$ cat src/common/spe_defs.vh
// Register offsets, field positions and reset values of the port error handler
`ifndef SPE_DEFS_VH
`define SPE_DEFS_VH

`define SPE_ADDR_W          12
`define SPE_OFF_STATUS      12'h000
`define SPE_OFF_ENABLE      12'h004
`define SPE_OFF_CTRL        12'h008
`define SPE_OFF_LINKERR     12'h00c
`define SPE_OFF_FBS         12'h010
`define SPE_OFF_ISSUE       12'h014
`define SPE_OFF_QACT        12'h018

// Status and enable bit positions
`define SPE_ST_OVERFLOW     0
`define SPE_ST_NONFATAL     1
`define SPE_ST_FATAL        2
`define SPE_ST_HBUS_FATAL   3
`define SPE_ST_HDATA        4
`define SPE_ST_TASKFILE     5
`define SPE_ST_W            6

// Control bit positions
`define SPE_CT_RUN          0
`define SPE_CT_RUNNING      1
`define SPE_CT_FBS_EN       2
`define SPE_CT_GIE          3
`define SPE_CT_HALTED       4
`define SPE_CT_ESCAPING     5
`define SPE_CT_RETRY        6

// Link error register bit positions
`define SPE_LE_RULE         0
`define SPE_LE_RERR         1
`define SPE_LE_CRC          2

// Failed device register fields
`define SPE_FB_SDE          0
`define SPE_FB_DEV_LO       4

`define SPE_RST_ZERO        32'h0000_0000

`endif

$ cat src/rtl/spe_port_error.v
// Port error detection, classification, abort and fatal halt logic
//
// Implementation choices: the APB register port and the placing of the registers.
`timescale 1ns/1ns
// Notes on behaviour
// - Read overflow sets overflow status, interrupt
// - Write overflow flag optional; we set it
// - Switching overflow records device, sets single fault
// - Queued commands: overflow optional, underflow undetected
// - Read underflow writes back last FIS bytes
// - Non-Dword intermediate FIS: rule violation, fatal, stop
// - PIO size mismatch: R_ERR, rule violation, fatal
// - Escape on D2H or H2D data is fatal
// - Escape on H2D non-data: fatal or single fault
// - R_ERR on outgoing data FIS: fatal halt
// - Switching on: R_ERR logged, running continues
// - R_ERR on non-data FIS: nonfatal, retransmit
// - Received CRC: data fatal, non-data nonfatal
// - Orphan DMA setup fatal; others dropped quietly
// - Abort sends escape, halts when device quiet
// - Fatal status halts, clears running, no new commands
// - Restart only by run bit low then high
// - Nonfatal or overflow alone keeps port running
// - Run bit low clears issued slots mask
`include "spe_defs.vh"

module spe_port_error #(
	parameter NSLOT  = 32,
	parameter DEV_W  = 4,
	parameter CNT_W  = 22
) (
	input  wire             pclk,
	input  wire             presetn,
	input  wire [11:0]      paddr,
	input  wire             psel,
	input  wire             penable,
	input  wire             pwrite,
	input  wire [31:0]      pwdata,
	output reg  [31:0]      prdata,
	output reg              pready,
	output reg              pslverr,
	input  wire             ev_overflow,
	input  wire             ev_overflow_write,
	input  wire             ev_overflow_queued,
	input  wire             ev_underflow_read,
	input  wire [CNT_W-1:0] ev_last_fis_bytes,
	input  wire             ev_odd_dword,
	input  wire             ev_pio_size_bad,
	input  wire             ev_escape_d2h,
	input  wire             ev_escape_h2d_data,
	input  wire             ev_escape_h2d_ctl,
	input  wire             ev_rerr_data,
	input  wire             ev_rerr_ctl,
	input  wire             ev_crc_data,
	input  wire             ev_crc_ctl,
	input  wire             ev_orphan_dma_setup,
	input  wire             ev_orphan_other,
	input  wire             ev_d2h_reg_err,
	input  wire             ev_hbus_fatal,
	input  wire             ev_hdata_err,
	input  wire             ev_taskfile_err,
	input  wire [DEV_W-1:0] ev_dev,
	input  wire             link_quiet,
	input  wire [NSLOT-1:0] slot_issue_set,
	input  wire [NSLOT-1:0] slot_done,
	input  wire [NSLOT-1:0] queued_set,
	output reg              irq,
	output reg              sync_escape,
	output reg              send_rerr,
	output reg              retransmit,
	output reg              prd_wb_valid,
	output reg  [CNT_W-1:0] prd_wb_count,
	output reg              allow_issue,
	output reg              allow_dma_setup,
	output reg              drop_fis
);

	localparam S_IDLE   = 3'b001;
	localparam S_ESCAPE = 3'b010;
	localparam S_HALT   = 3'b100;

	reg [`SPE_ST_W-1:0] status_q;
	reg [`SPE_ST_W-1:0] status_d;
	reg [`SPE_ST_W-1:0] enable_q;
	reg [2:0]           linkerr_q;
	reg [2:0]           linkerr_d;
	reg [DEV_W-1:0]     fail_dev_q;
	reg                 sde_q;
	reg                 run_q;
	reg                 run_prev_q;
	reg                 fbs_q;
	reg                 gie_q;
	reg                 running_q;
	reg [2:0]           state_q;
	reg [2:0]           state_d;
	reg [NSLOT-1:0]     issue_q;
	reg [NSLOT-1:0]     qact_q;
	reg                 retry_pend_q;

	wire acc      = psel & penable;
	wire wr       = acc & pwrite;
	wire fbs_on   = fbs_q;
	wire run_rise = run_q & ~run_prev_q;

	function sel;
		input [11:0] a;
		input [11:0] off;
		begin
			sel = (a == off);
		end
	endfunction

	reg link_fatal;
	reg nonfatal;
	reg ovf_ev;
	reg single_fault;
	reg any_fatal_st;

	// Fatal causes that request an abort on the link
	always @* begin
		link_fatal = 1'b0;
		if (ev_odd_dword)
			link_fatal = 1'b1;
		if (ev_pio_size_bad)
			link_fatal = 1'b1;
		if (ev_escape_d2h | ev_escape_h2d_data)
			link_fatal = 1'b1;
		if (ev_escape_h2d_ctl & ~fbs_on)
			link_fatal = 1'b1;
		if (ev_rerr_data & ~fbs_on)
			link_fatal = 1'b1;
		if (ev_crc_data)
			link_fatal = 1'b1;
		if (ev_orphan_dma_setup)
			link_fatal = 1'b1;
	end

	// Control-frame faults are nonfatal (H2D escape only with switching on), so they do not stop the port; only R_ERR on them is retransmitted
	always @* begin
		nonfatal = 1'b0;
		if (ev_escape_h2d_ctl & fbs_on)
			nonfatal = 1'b1;
		if (ev_rerr_ctl)
			nonfatal = 1'b1;
		if (ev_crc_ctl)
			nonfatal = 1'b1;
	end

	// Write and queued overflow reporting is optional; reporting it costs nothing here
	always @* begin
		ovf_ev = ev_overflow;
		if (ev_overflow_write)
			ovf_ev = 1'b1;
		if (ev_overflow_queued)
			ovf_ev = 1'b1;
	end

	// Under switching only the failing device is marked; the others keep running
	always @* begin
		single_fault = 1'b0;
		if (fbs_on & ovf_ev)
			single_fault = 1'b1;
		if (fbs_on & ev_escape_h2d_ctl)
			single_fault = 1'b1;
		if (fbs_on & ev_d2h_reg_err)
			single_fault = 1'b1;
	end

	always @* begin
		any_fatal_st = status_q[`SPE_ST_FATAL] | status_q[`SPE_ST_HBUS_FATAL]
			| status_q[`SPE_ST_HDATA] | status_q[`SPE_ST_TASKFILE];
	end

	// Status sets win over write-one-to-clear in the same cycle
	always @* begin
		status_d = status_q;
		if (wr && sel(paddr, `SPE_OFF_STATUS))
			status_d = status_q & ~pwdata[`SPE_ST_W-1:0];
		if (ovf_ev)
			status_d[`SPE_ST_OVERFLOW] = 1'b1;
		if (nonfatal)
			status_d[`SPE_ST_NONFATAL] = 1'b1;
		if (link_fatal)
			status_d[`SPE_ST_FATAL] = 1'b1;
		if (ev_hbus_fatal)
			status_d[`SPE_ST_HBUS_FATAL] = 1'b1;
		if (ev_hdata_err)
			status_d[`SPE_ST_HDATA] = 1'b1;
		if (ev_taskfile_err && !fbs_on)
			status_d[`SPE_ST_TASKFILE] = 1'b1;
	end

	always @* begin
		linkerr_d = linkerr_q;
		if (wr && sel(paddr, `SPE_OFF_LINKERR))
			linkerr_d = linkerr_q & ~pwdata[2:0];
		if (ev_odd_dword | ev_pio_size_bad)
			linkerr_d[`SPE_LE_RULE] = 1'b1;
		if (ev_rerr_data | ev_rerr_ctl)
			linkerr_d[`SPE_LE_RERR] = 1'b1;
		if (ev_crc_data | ev_crc_ctl)
			linkerr_d[`SPE_LE_CRC] = 1'b1;
	end

	wire [NSLOT-1:0] issue_d;
	wire [NSLOT-1:0] qact_d;

	genvar gi;
	generate
		for (gi = 0; gi < NSLOT; gi = gi + 1) begin : g_slot
			// Run low empties every slot, so a restart never replays stale work
			assign issue_d[gi] = run_q & ~slot_done[gi]
				& (issue_q[gi] | (running_q & slot_issue_set[gi]));
			assign qact_d[gi]  = run_q & ~slot_done[gi] & (qact_q[gi] | queued_set[gi]);
		end
	endgenerate

	// Abort and halt sequencing
	always @* begin
		state_d = state_q;
		case (state_q)
			S_IDLE: begin
				if (link_fatal)
					state_d = S_ESCAPE;
				else if (any_fatal_st | ev_hbus_fatal | ev_hdata_err)
					state_d = S_HALT;
			end
			S_ESCAPE: begin
				if (link_quiet)
					state_d = S_HALT;
			end
			S_HALT: begin
				if (!run_q)
					state_d = S_IDLE;
			end
			default: state_d = S_IDLE;
		endcase
	end

	always @(posedge pclk or negedge presetn) begin
		if (!presetn) begin
			status_q     <= {`SPE_ST_W{1'b0}};
			enable_q     <= {`SPE_ST_W{1'b0}};
			linkerr_q    <= 3'h0;
			fail_dev_q   <= {DEV_W{1'b0}};
			sde_q        <= 1'b0;
			run_q        <= 1'b0;
			run_prev_q   <= 1'b0;
			fbs_q        <= 1'b0;
			gie_q        <= 1'b0;
			running_q    <= 1'b0;
			state_q      <= S_IDLE;
			issue_q      <= {NSLOT{1'b0}};
			qact_q       <= {NSLOT{1'b0}};
			retry_pend_q <= 1'b0;
		end else begin
			status_q   <= status_d;
			linkerr_q  <= linkerr_d;
			state_q    <= state_d;
			run_prev_q <= run_q;
			if (wr && sel(paddr, `SPE_OFF_ENABLE))
				enable_q <= pwdata[`SPE_ST_W-1:0];
			if (wr && sel(paddr, `SPE_OFF_CTRL)) begin
				run_q <= pwdata[`SPE_CT_RUN];
				fbs_q <= pwdata[`SPE_CT_FBS_EN];
				gie_q <= pwdata[`SPE_CT_GIE];
			end
			if (single_fault) begin
				fail_dev_q <= ev_dev;
				sde_q      <= 1'b1;
			end else if (wr && sel(paddr, `SPE_OFF_FBS) && pwdata[`SPE_FB_SDE]) begin
				sde_q <= 1'b0;
			end
			// Running drops on any fatal path; comes back only on a fresh run edge
			if (state_d != S_IDLE || !run_q)
				running_q <= 1'b0;
			else if (run_rise && state_q == S_IDLE)
				running_q <= 1'b1;
			issue_q <= issue_d;
			qact_q  <= qact_d;
			if (ev_rerr_ctl)
				retry_pend_q <= 1'b1;
			else if (retransmit)
				retry_pend_q <= 1'b0;
		end
	end

	// Registered outputs
	always @(posedge pclk or negedge presetn) begin
		if (!presetn) begin
			irq             <= 1'b0;
			sync_escape     <= 1'b0;
			send_rerr       <= 1'b0;
			retransmit      <= 1'b0;
			prd_wb_valid    <= 1'b0;
			prd_wb_count    <= {CNT_W{1'b0}};
			allow_issue     <= 1'b0;
			allow_dma_setup <= 1'b0;
			drop_fis        <= 1'b0;
		end else begin
			irq          <= gie_q & |(status_d & enable_q);
			sync_escape  <= (state_d == S_ESCAPE);
			send_rerr    <= ev_pio_size_bad;
			retransmit   <= ev_rerr_ctl;
			prd_wb_valid <= ev_underflow_read;
			if (ev_underflow_read)
				prd_wb_count <= ev_last_fis_bytes;
			allow_issue     <= running_q & (state_d == S_IDLE);
			allow_dma_setup <= running_q & (state_d == S_IDLE);
			drop_fis        <= ev_orphan_other;
		end
	end

	reg [31:0] issue_rd;
	reg [31:0] qact_rd;
	reg [31:0] rdata_d;
	reg        rerr_d;

	always @* begin
		issue_rd = 32'h0000_0000;
		qact_rd  = 32'h0000_0000;
		issue_rd[NSLOT-1:0] = issue_q;
		qact_rd[NSLOT-1:0]  = qact_q;
	end

	// Read data is captured in the setup cycle so it stands through the access cycle
	always @* begin
		rdata_d = `SPE_RST_ZERO;
		rerr_d  = 1'b0;
		case (paddr)
			`SPE_OFF_STATUS: begin
				rdata_d[`SPE_ST_W-1:0] = status_q;
			end
			`SPE_OFF_ENABLE: begin
				rdata_d[`SPE_ST_W-1:0] = enable_q;
			end
			`SPE_OFF_CTRL: begin
				rdata_d[`SPE_CT_RUN]      = run_q;
				rdata_d[`SPE_CT_RUNNING]  = running_q;
				rdata_d[`SPE_CT_FBS_EN]   = fbs_q;
				rdata_d[`SPE_CT_GIE]      = gie_q;
				rdata_d[`SPE_CT_HALTED]   = (state_q == S_HALT);
				rdata_d[`SPE_CT_ESCAPING] = (state_q == S_ESCAPE);
				rdata_d[`SPE_CT_RETRY]    = retry_pend_q;
			end
			`SPE_OFF_LINKERR: begin
				rdata_d[2:0] = linkerr_q;
			end
			`SPE_OFF_FBS: begin
				rdata_d[`SPE_FB_SDE]           = sde_q;
				rdata_d[`SPE_FB_DEV_LO+:DEV_W] = fail_dev_q;
			end
			`SPE_OFF_ISSUE: begin
				rdata_d = issue_rd;
			end
			`SPE_OFF_QACT: begin
				rdata_d = qact_rd;
			end
			default: begin
				rerr_d = 1'b1;
			end
		endcase
	end

	// APB slave: zero wait states, unmapped addresses read zero with an error
	always @(posedge pclk or negedge presetn) begin
		if (!presetn) begin
			prdata  <= `SPE_RST_ZERO;
			pready  <= 1'b0;
			pslverr <= 1'b0;
		end else begin
			pready  <= psel & ~penable;
			pslverr <= 1'b0;
			prdata  <= `SPE_RST_ZERO;
			if (psel && !penable) begin
				prdata  <= rdata_d;
				pslverr <= rerr_d;
			end
		end
	end

endmodule

$ cat config.mk
export PLATFORM = sky130hd
export DESIGN_NAME = spe_port_error
export DESIGN_NICKNAME = d
export VERILOG_FILES = /design/src/rtl/spe_port_error.v
export VERILOG_INCLUDE_DIRS = /design/src /design/src/common
export SDC_FILE = /design/constraint.sdc
export NUM_CORES = 1
export LEC_CHECK = 0
export BUFFER_PORTS_ARGS = -buffer_cell sky130_fd_sc_hd__buf_2
export CORE_AREA = 2 2 137 139
export CTS_CLUSTER_DIAMETER = 100
export DETAILED_ROUTE_END_ITERATION = 12
export DIE_AREA = 0 0 139 141
export GPL_ROUTABILITY_DRIVEN = 0
export PLACE_DENSITY_LB_ADDON = 0.15
export SLEW_MARGIN = 20
export SYNTH_ARGS = -nofsm -noshare
export SYNTH_HDL_FRONTEND = slang
export SYNTH_SLANG_ARGS = --single-unit
$ cat constraint.sdc
create_clock -name pclk -period 2.2 [get_ports pclk]
set_clock_uncertainty 0.2 [all_clocks]
set_input_delay 0.33 -clock pclk [delete_from_list [all_inputs] [get_ports pclk]]
set_output_delay 0.33 -clock pclk [all_outputs]
set_load 0.005 [all_outputs]
# Word-level counts from Yosys, hierarchy flattened
# Index checks and enable logic that the tools add are counted.
# word_totals
regBits	156
output_inout_bits	64
elab_cells	360
# classes
eq_ne	12
muxes	47
n_bitwise	252
n_reduce_logical	22
# op_table
operator	count
1-bit AND	139
1-bit bitwise OR	73
24-bit one-hot mux with 2 select lines	1
12-bit by 5-bit equality test with 1-bit output, second input constant	3
1-bit inverter	35
1-bit two-way mux	32
32-bit two-way mux	1
12-bit by 4-bit equality test with 1-bit output, second input constant	2
2-bit one-hot mux with 6 select lines	2
3-bit two-way mux	5
6-bit AND	2
12-bit by 3-bit equality test with 1-bit output, second input constant	1
12-bit zero test	1
2-bit nonzero test	6
1-bit logical AND	9
3-bit one-hot mux with 3 select lines	1
1-bit one-hot mux with 7 select lines	1
7-bit OR reduction	1
3-bit by 1-bit equality test with 1-bit output, second input constant	2
3-bit by 2-bit equality test with 1-bit output, second input constant	2
6-bit two-way mux	1
6-bit inverter	1
6-bit OR reduction	1
1-bit one-hot mux with 5 select lines	1
8 further kinds	10

# Depth between registers and ports, before layout
# depth
word_depth	12
depth_mapped	8

# Worst setup path after synthesis
# No wires, ideal clock.
# synth_path
path_type	in2reg
start	in paddr[4]
end	reg irq
setup_time_ns	0.132
arrival_ns	1.963
required_time_ns	1.868
path_slack_ns	-0.095
cell_stages	7
path_buffers	2
cell_sequence	buf_2 > or4_1 > buf_2 > or4_1 > a21o_1 > a22oi_1 > a21boi_1
# synth_between
elab_chain_len	7
word_cells_on_any_way	12
classes_between	mux (7); bitwise (2); reduce/logical (3)
# synth_rtl
item	line_no	rtl
start: declaration	spe_port_error.v:34	input wire [11:0] paddr,
12-bit zero test	spe_port_error.v:109	sel = (a == off);
1-bit logical AND	spe_port_error.v:177	if (wr && sel(paddr, `SPE_OFF_STATUS))
6-bit two-way mux	spe_port_error.v:177	
1-bit two-way mux	spe_port_error.v:179	if (ovf_ev)
named net status_d[0]	spe_port_error.v:83	reg [`SPE_ST_W-1:0] status_d;
6-bit AND	spe_port_error.v:301	irq <= gie_q & |(status_d & enable_q);
6-bit OR reduction	spe_port_error.v:301	
1-bit AND	spe_port_error.v:301	
end signal: assignment	spe_port_error.v:301	
end: declaration	spe_port_error.v:67	output reg irq,
# The timed path passes the listed nets, and every way through them passes these cells.
# A chain may end at the register's enable or synchronous reset.

# Worst setup path in the final report
# layout_path
start	reg run_q
end	reg qact_q[3]
# layout_between
elab_chain_len	2
# layout_rtl
item	line_no	rtl
start: declaration	spe_port_error.v:89	reg run_q;
start signal: assignment	spe_port_error.v:264	run_q <= pwdata[`SPE_CT_RUN];
1-bit AND (2 in series)	spe_port_error.v:214	assign qact_d[gi] = run_q & ~slot_done[gi] & (qact_q[gi] | queued_set[gi]);
named net qact_d[3]	spe_port_error.v:206	wire [NSLOT-1:0] qact_d;
end signal: assignment	spe_port_error.v:254	qact_q <= {NSLOT{1'b0}};
end signal: assignment	spe_port_error.v:280	qact_q <= qact_d;
end: declaration	spe_port_error.v:97	reg [NSLOT-1:0] qact_q;
# The timed path passes the listed nets, and every way through them passes these cells.

==> impl_metrics.py <==
metrics = {
    "outcome": {
        "status": "completed",
    },
    "worst_setup_path": {
        "arrival_ps": 2170,
        "criticalPathCategory": "flop to flop",
        "path_cells": "buf_4, nand2b_1, nor2_1, dlygate4sd3_1",
        "crit_path_start_kind": "flop",
        "path_max_fanout": 35,
        "critPathRequiredTime_ps": 2350,
        "critPathMaxStageDelay_ps": 580,
        "cp_slowest_cell": "dlygate4sd3_1",
        "ff2ff_path_depth": 4,
        "endpoint_kind": "flop",
    },
    "synthesis": {
        "synth_commonest_cells": "dfrtp_1 (155), nor2_1 (135), a21oi_1 (39)",
        "yosysTopAreaCell": "dfrtp_1",
        "yosysMostFrequentCell": "dfrtp_1",
        "ys.flop_type": "dfrtp_1",
        "synth_warnings": 0,
        "synth.area.top_cells": "dfrtp_1 (62%), nor2_1 (8.1%), mux2_2 (6.5%)",
        "synth_seq_cells": 156,
        "syn_nets": 753,
        "synthArstFlopShare_pct": 100,
        "yosysSeqAreaShare_pct": 62.1,
        "netlist.area_leader.share_pct": 61.7,
        "synthCells": 562,
        "yosysUniqueCellTypes": 44,
        "syn-cell-area_um2": 6280,
        "synth_edf_count": 0,
        "syn_area_per_cell_um2": 11.2,
    },
    "route": {
        "top_layer": "met5",
        "wl_met3_mm": 1.25,
        "route.met2.wl_mm": 9.94,
        "dr.first_iter.drc_count": 282,
        "via_per_inst": 4.80,
        "drt-met1-wl_mm": 8.61,
        "drc_errors": 0,
        "wirelength_mm": 20.0,
        "ant_nets": 0,
        "vias": 5920,
        "wire_per_inst_um": 16.2,
        "dr.pass1.iters": 4,
    },
    "power": {
        "p_per_area_nw_per_um2": 652,
        "power.leakage_nw": 5.04,
        "ir_drop_mv": 0.524,
    },
    "sta": {
        "worstMarginPinSlew_ps": 494,
        "finalSetupTns_ps": 0,
        "fmaxAchievable_ghz": 0.494,
        "slew_headroom_pct": 67.1,
        "finalCritPeriodShare_pct": 92.0,
        "finalSetupViolCount": 0,
        "maxSlewViolCount": 0,
        "hold_violations": 0,
        "min_period_ps": 2020,
        "rsz0062_at_grt": "no",
    },
    "cts": {
        "cts.htree.levels": 4,
        "clock_sinks": 156,
        "clk_latency_ps": 420,
        "clk_pin_slew_worst_paths_ps": 60,
        "tritoncts": "done",
        "cts_buffers": 17,
        "cts_resized": 0,
        "cts_buffer_depth": 2,
        "cts-root-buf": "clkbuf_16",
    },
    "global_route": {
        "grt_max_degree": 44,
        "grt_pass1_wl_mm": 32.0,
        "antenna_found_initial": 2,
        "grt_pass1_vias": 6313,
        "gr-usage-all-layers_pct": 20.8,
        "overflow": 0,
    },
    "final_layout": {
        "nNetsFinal": 1177,
        "final_util_pct": 55.8,
        "synthToLayoutAreaGrowth_pct": 62.3,
        "drive_gt1_share_pct": 33.9,
        "final_cells": 1234,
    },
    "floorplan": {
        "boundaryPins": 255,
        "row_count": 50,
        "die_w_um": 139,
        "initial_core_util_pct": 34.4,
        "dieArea_um2": 19600,
        "die_h_um": 141,
        "core_area_um2": 18300,
    },
    "placed_design": {
        "post-place-cells": 1033,
        "port_buffers": 228,
        "hpwl_mm": 13.4,
    },
    "min_path": {
        "holdPathStages": 2,
        "worstHoldPathType": "primary input to flop",
    },
    "flow_run": {
        "drv_cap": 0,
    },
}
==> worst max-delay path, delay by kind of cell, from the launching register on <==
kind | cells | cell delay [ps]
buffers and inverters | 2 | 1040
DFF | 1 | 420
and+or+nand+nor | 2 | 290
==> flip-flops by register name, summed over array words and instances, names as in the netlist, 3 cells and up <==
name,cells
enable_q,6
fail_dev_q,4
issue_q,32
linkerr_q,3
prd_wb_count,22
prdata,32
qact_q,32
state_q,3
status_q,6
==> where the power goes <==
part / leakage (nW) / total (mW) / internal (mW) / switching (mW)
logic: 2.70 / 0.705 / 0.399 / 0.306
registers: 2.06 / 3.01 / 2.96 / 0.0565
clock network: 0.283 / 2.93 / 1.74 / 1.19
==> what timing repair did <==
action | in CTS | in global routing
buffers inserted | 0 | 0
hold buffers | 168 | 0
endpoints found under the hold margin | 151 | 0
==> per-layer routing <==
layer | GRT usage (%) | vias to the layer above
li1 | - | 2799
met1 | 25.8 | 2888
met2 | 35.9 | 209
met3 | 4.99 | 22
met4 | 6.65 | 2
met5 | 0 | -
==> layout make-up <==
class / count / area (µm²)
Fill cell: 1591 / 8070
Sequential cell: 156 / 3910
Timing Repair Buffer: 432 / 3140
Multi-Input combinational cell: 373 / 2250
Clock buffer: 20 / 457
Tap cell: 234 / 293
Clock inverter: 12 / 136
Inverter: 6 / 22.5
Antenna cell: 1 / 2.50
==> per-stage QoR <==
step                      hold slack [ps]  setup WS [ps]  cell area, µm²  power (mW)
after floorplan                      -166          -40.1            6300        3.27
after global placement               70.3           -234            7920        3.62
after detailed placement             75.1           -230            7920        3.63
after CTS                            2.43            195           10200        6.74
after global routing                 8.48           55.3           10200        6.94
final                                24.8            176           10200        6.65
==> cell usage in the layout, fill, tap and decap left out, drive strengths merged, types with 2 or more instances in the layout <==
cell type | synthesis | layout
nor3 | 4 | 4
a21oi | 39 | 39
or4 | 4 | 4
nor4 | 8 | 8
o21ai | 8 | 8
a2111oi | 2 | 2
mux2i | 3 | 3
clkinv | 0 | 4
a211o | 4 | 4
and3 | 3 | 3
bufinv | 0 | 2
clkbuf | 17 | 20
nor3b | 2 | 2
buf | 10 | 264
nand2 | 18 | 18
inv | 6 | 9
a22oi | 32 | 32
nand2b | 33 | 33
a222oi | 4 | 4
dfrtp | 155 | 155
and4 | 3 | 3
a21o | 4 | 4
nand4 | 3 | 3
nand3 | 4 | 4
nor2b | 8 | 8
nor2 | 135 | 135
mux4 | 2 | 2
o211a | 2 | 2
clkinvlp | 0 | 3
a31oi | 2 | 2
mux2 | 36 | 36
dlygate4sd3 | 0 | 168
==> cell families (layout without fill, tap and decap cells) <==
group / Yosys count / after routing / synth area share (%)
AND/OR/NAND/NOR: 227 / 227 / 17.0
flip-flops: 156 / 156 / 62.1
AO/OA/AOI/OAI: 105 / 105 / 11.0
multiplexers: 41 / 41 / 7.65
buffers and inverters: 33 / 470 / 2.17
other: 0 / 1 / 0
==> final timing paths <==
check	from	endpoint	slack [ps]
worst max-delay path	run_q	qact_q[3]	180
worst min-delay path	pwdata[3]	enable_q[3]	20
worst max register to register	run_q	qact_q[3]	180
worst min register to register	prd_wb_count[3]	prd_wb_count[3]	300
max in group asynchronous	presetn	issue_q[18]	900
min in group asynchronous	presetn	prd_wb_count[0]	200
Power figures use the tool's default switching activity.
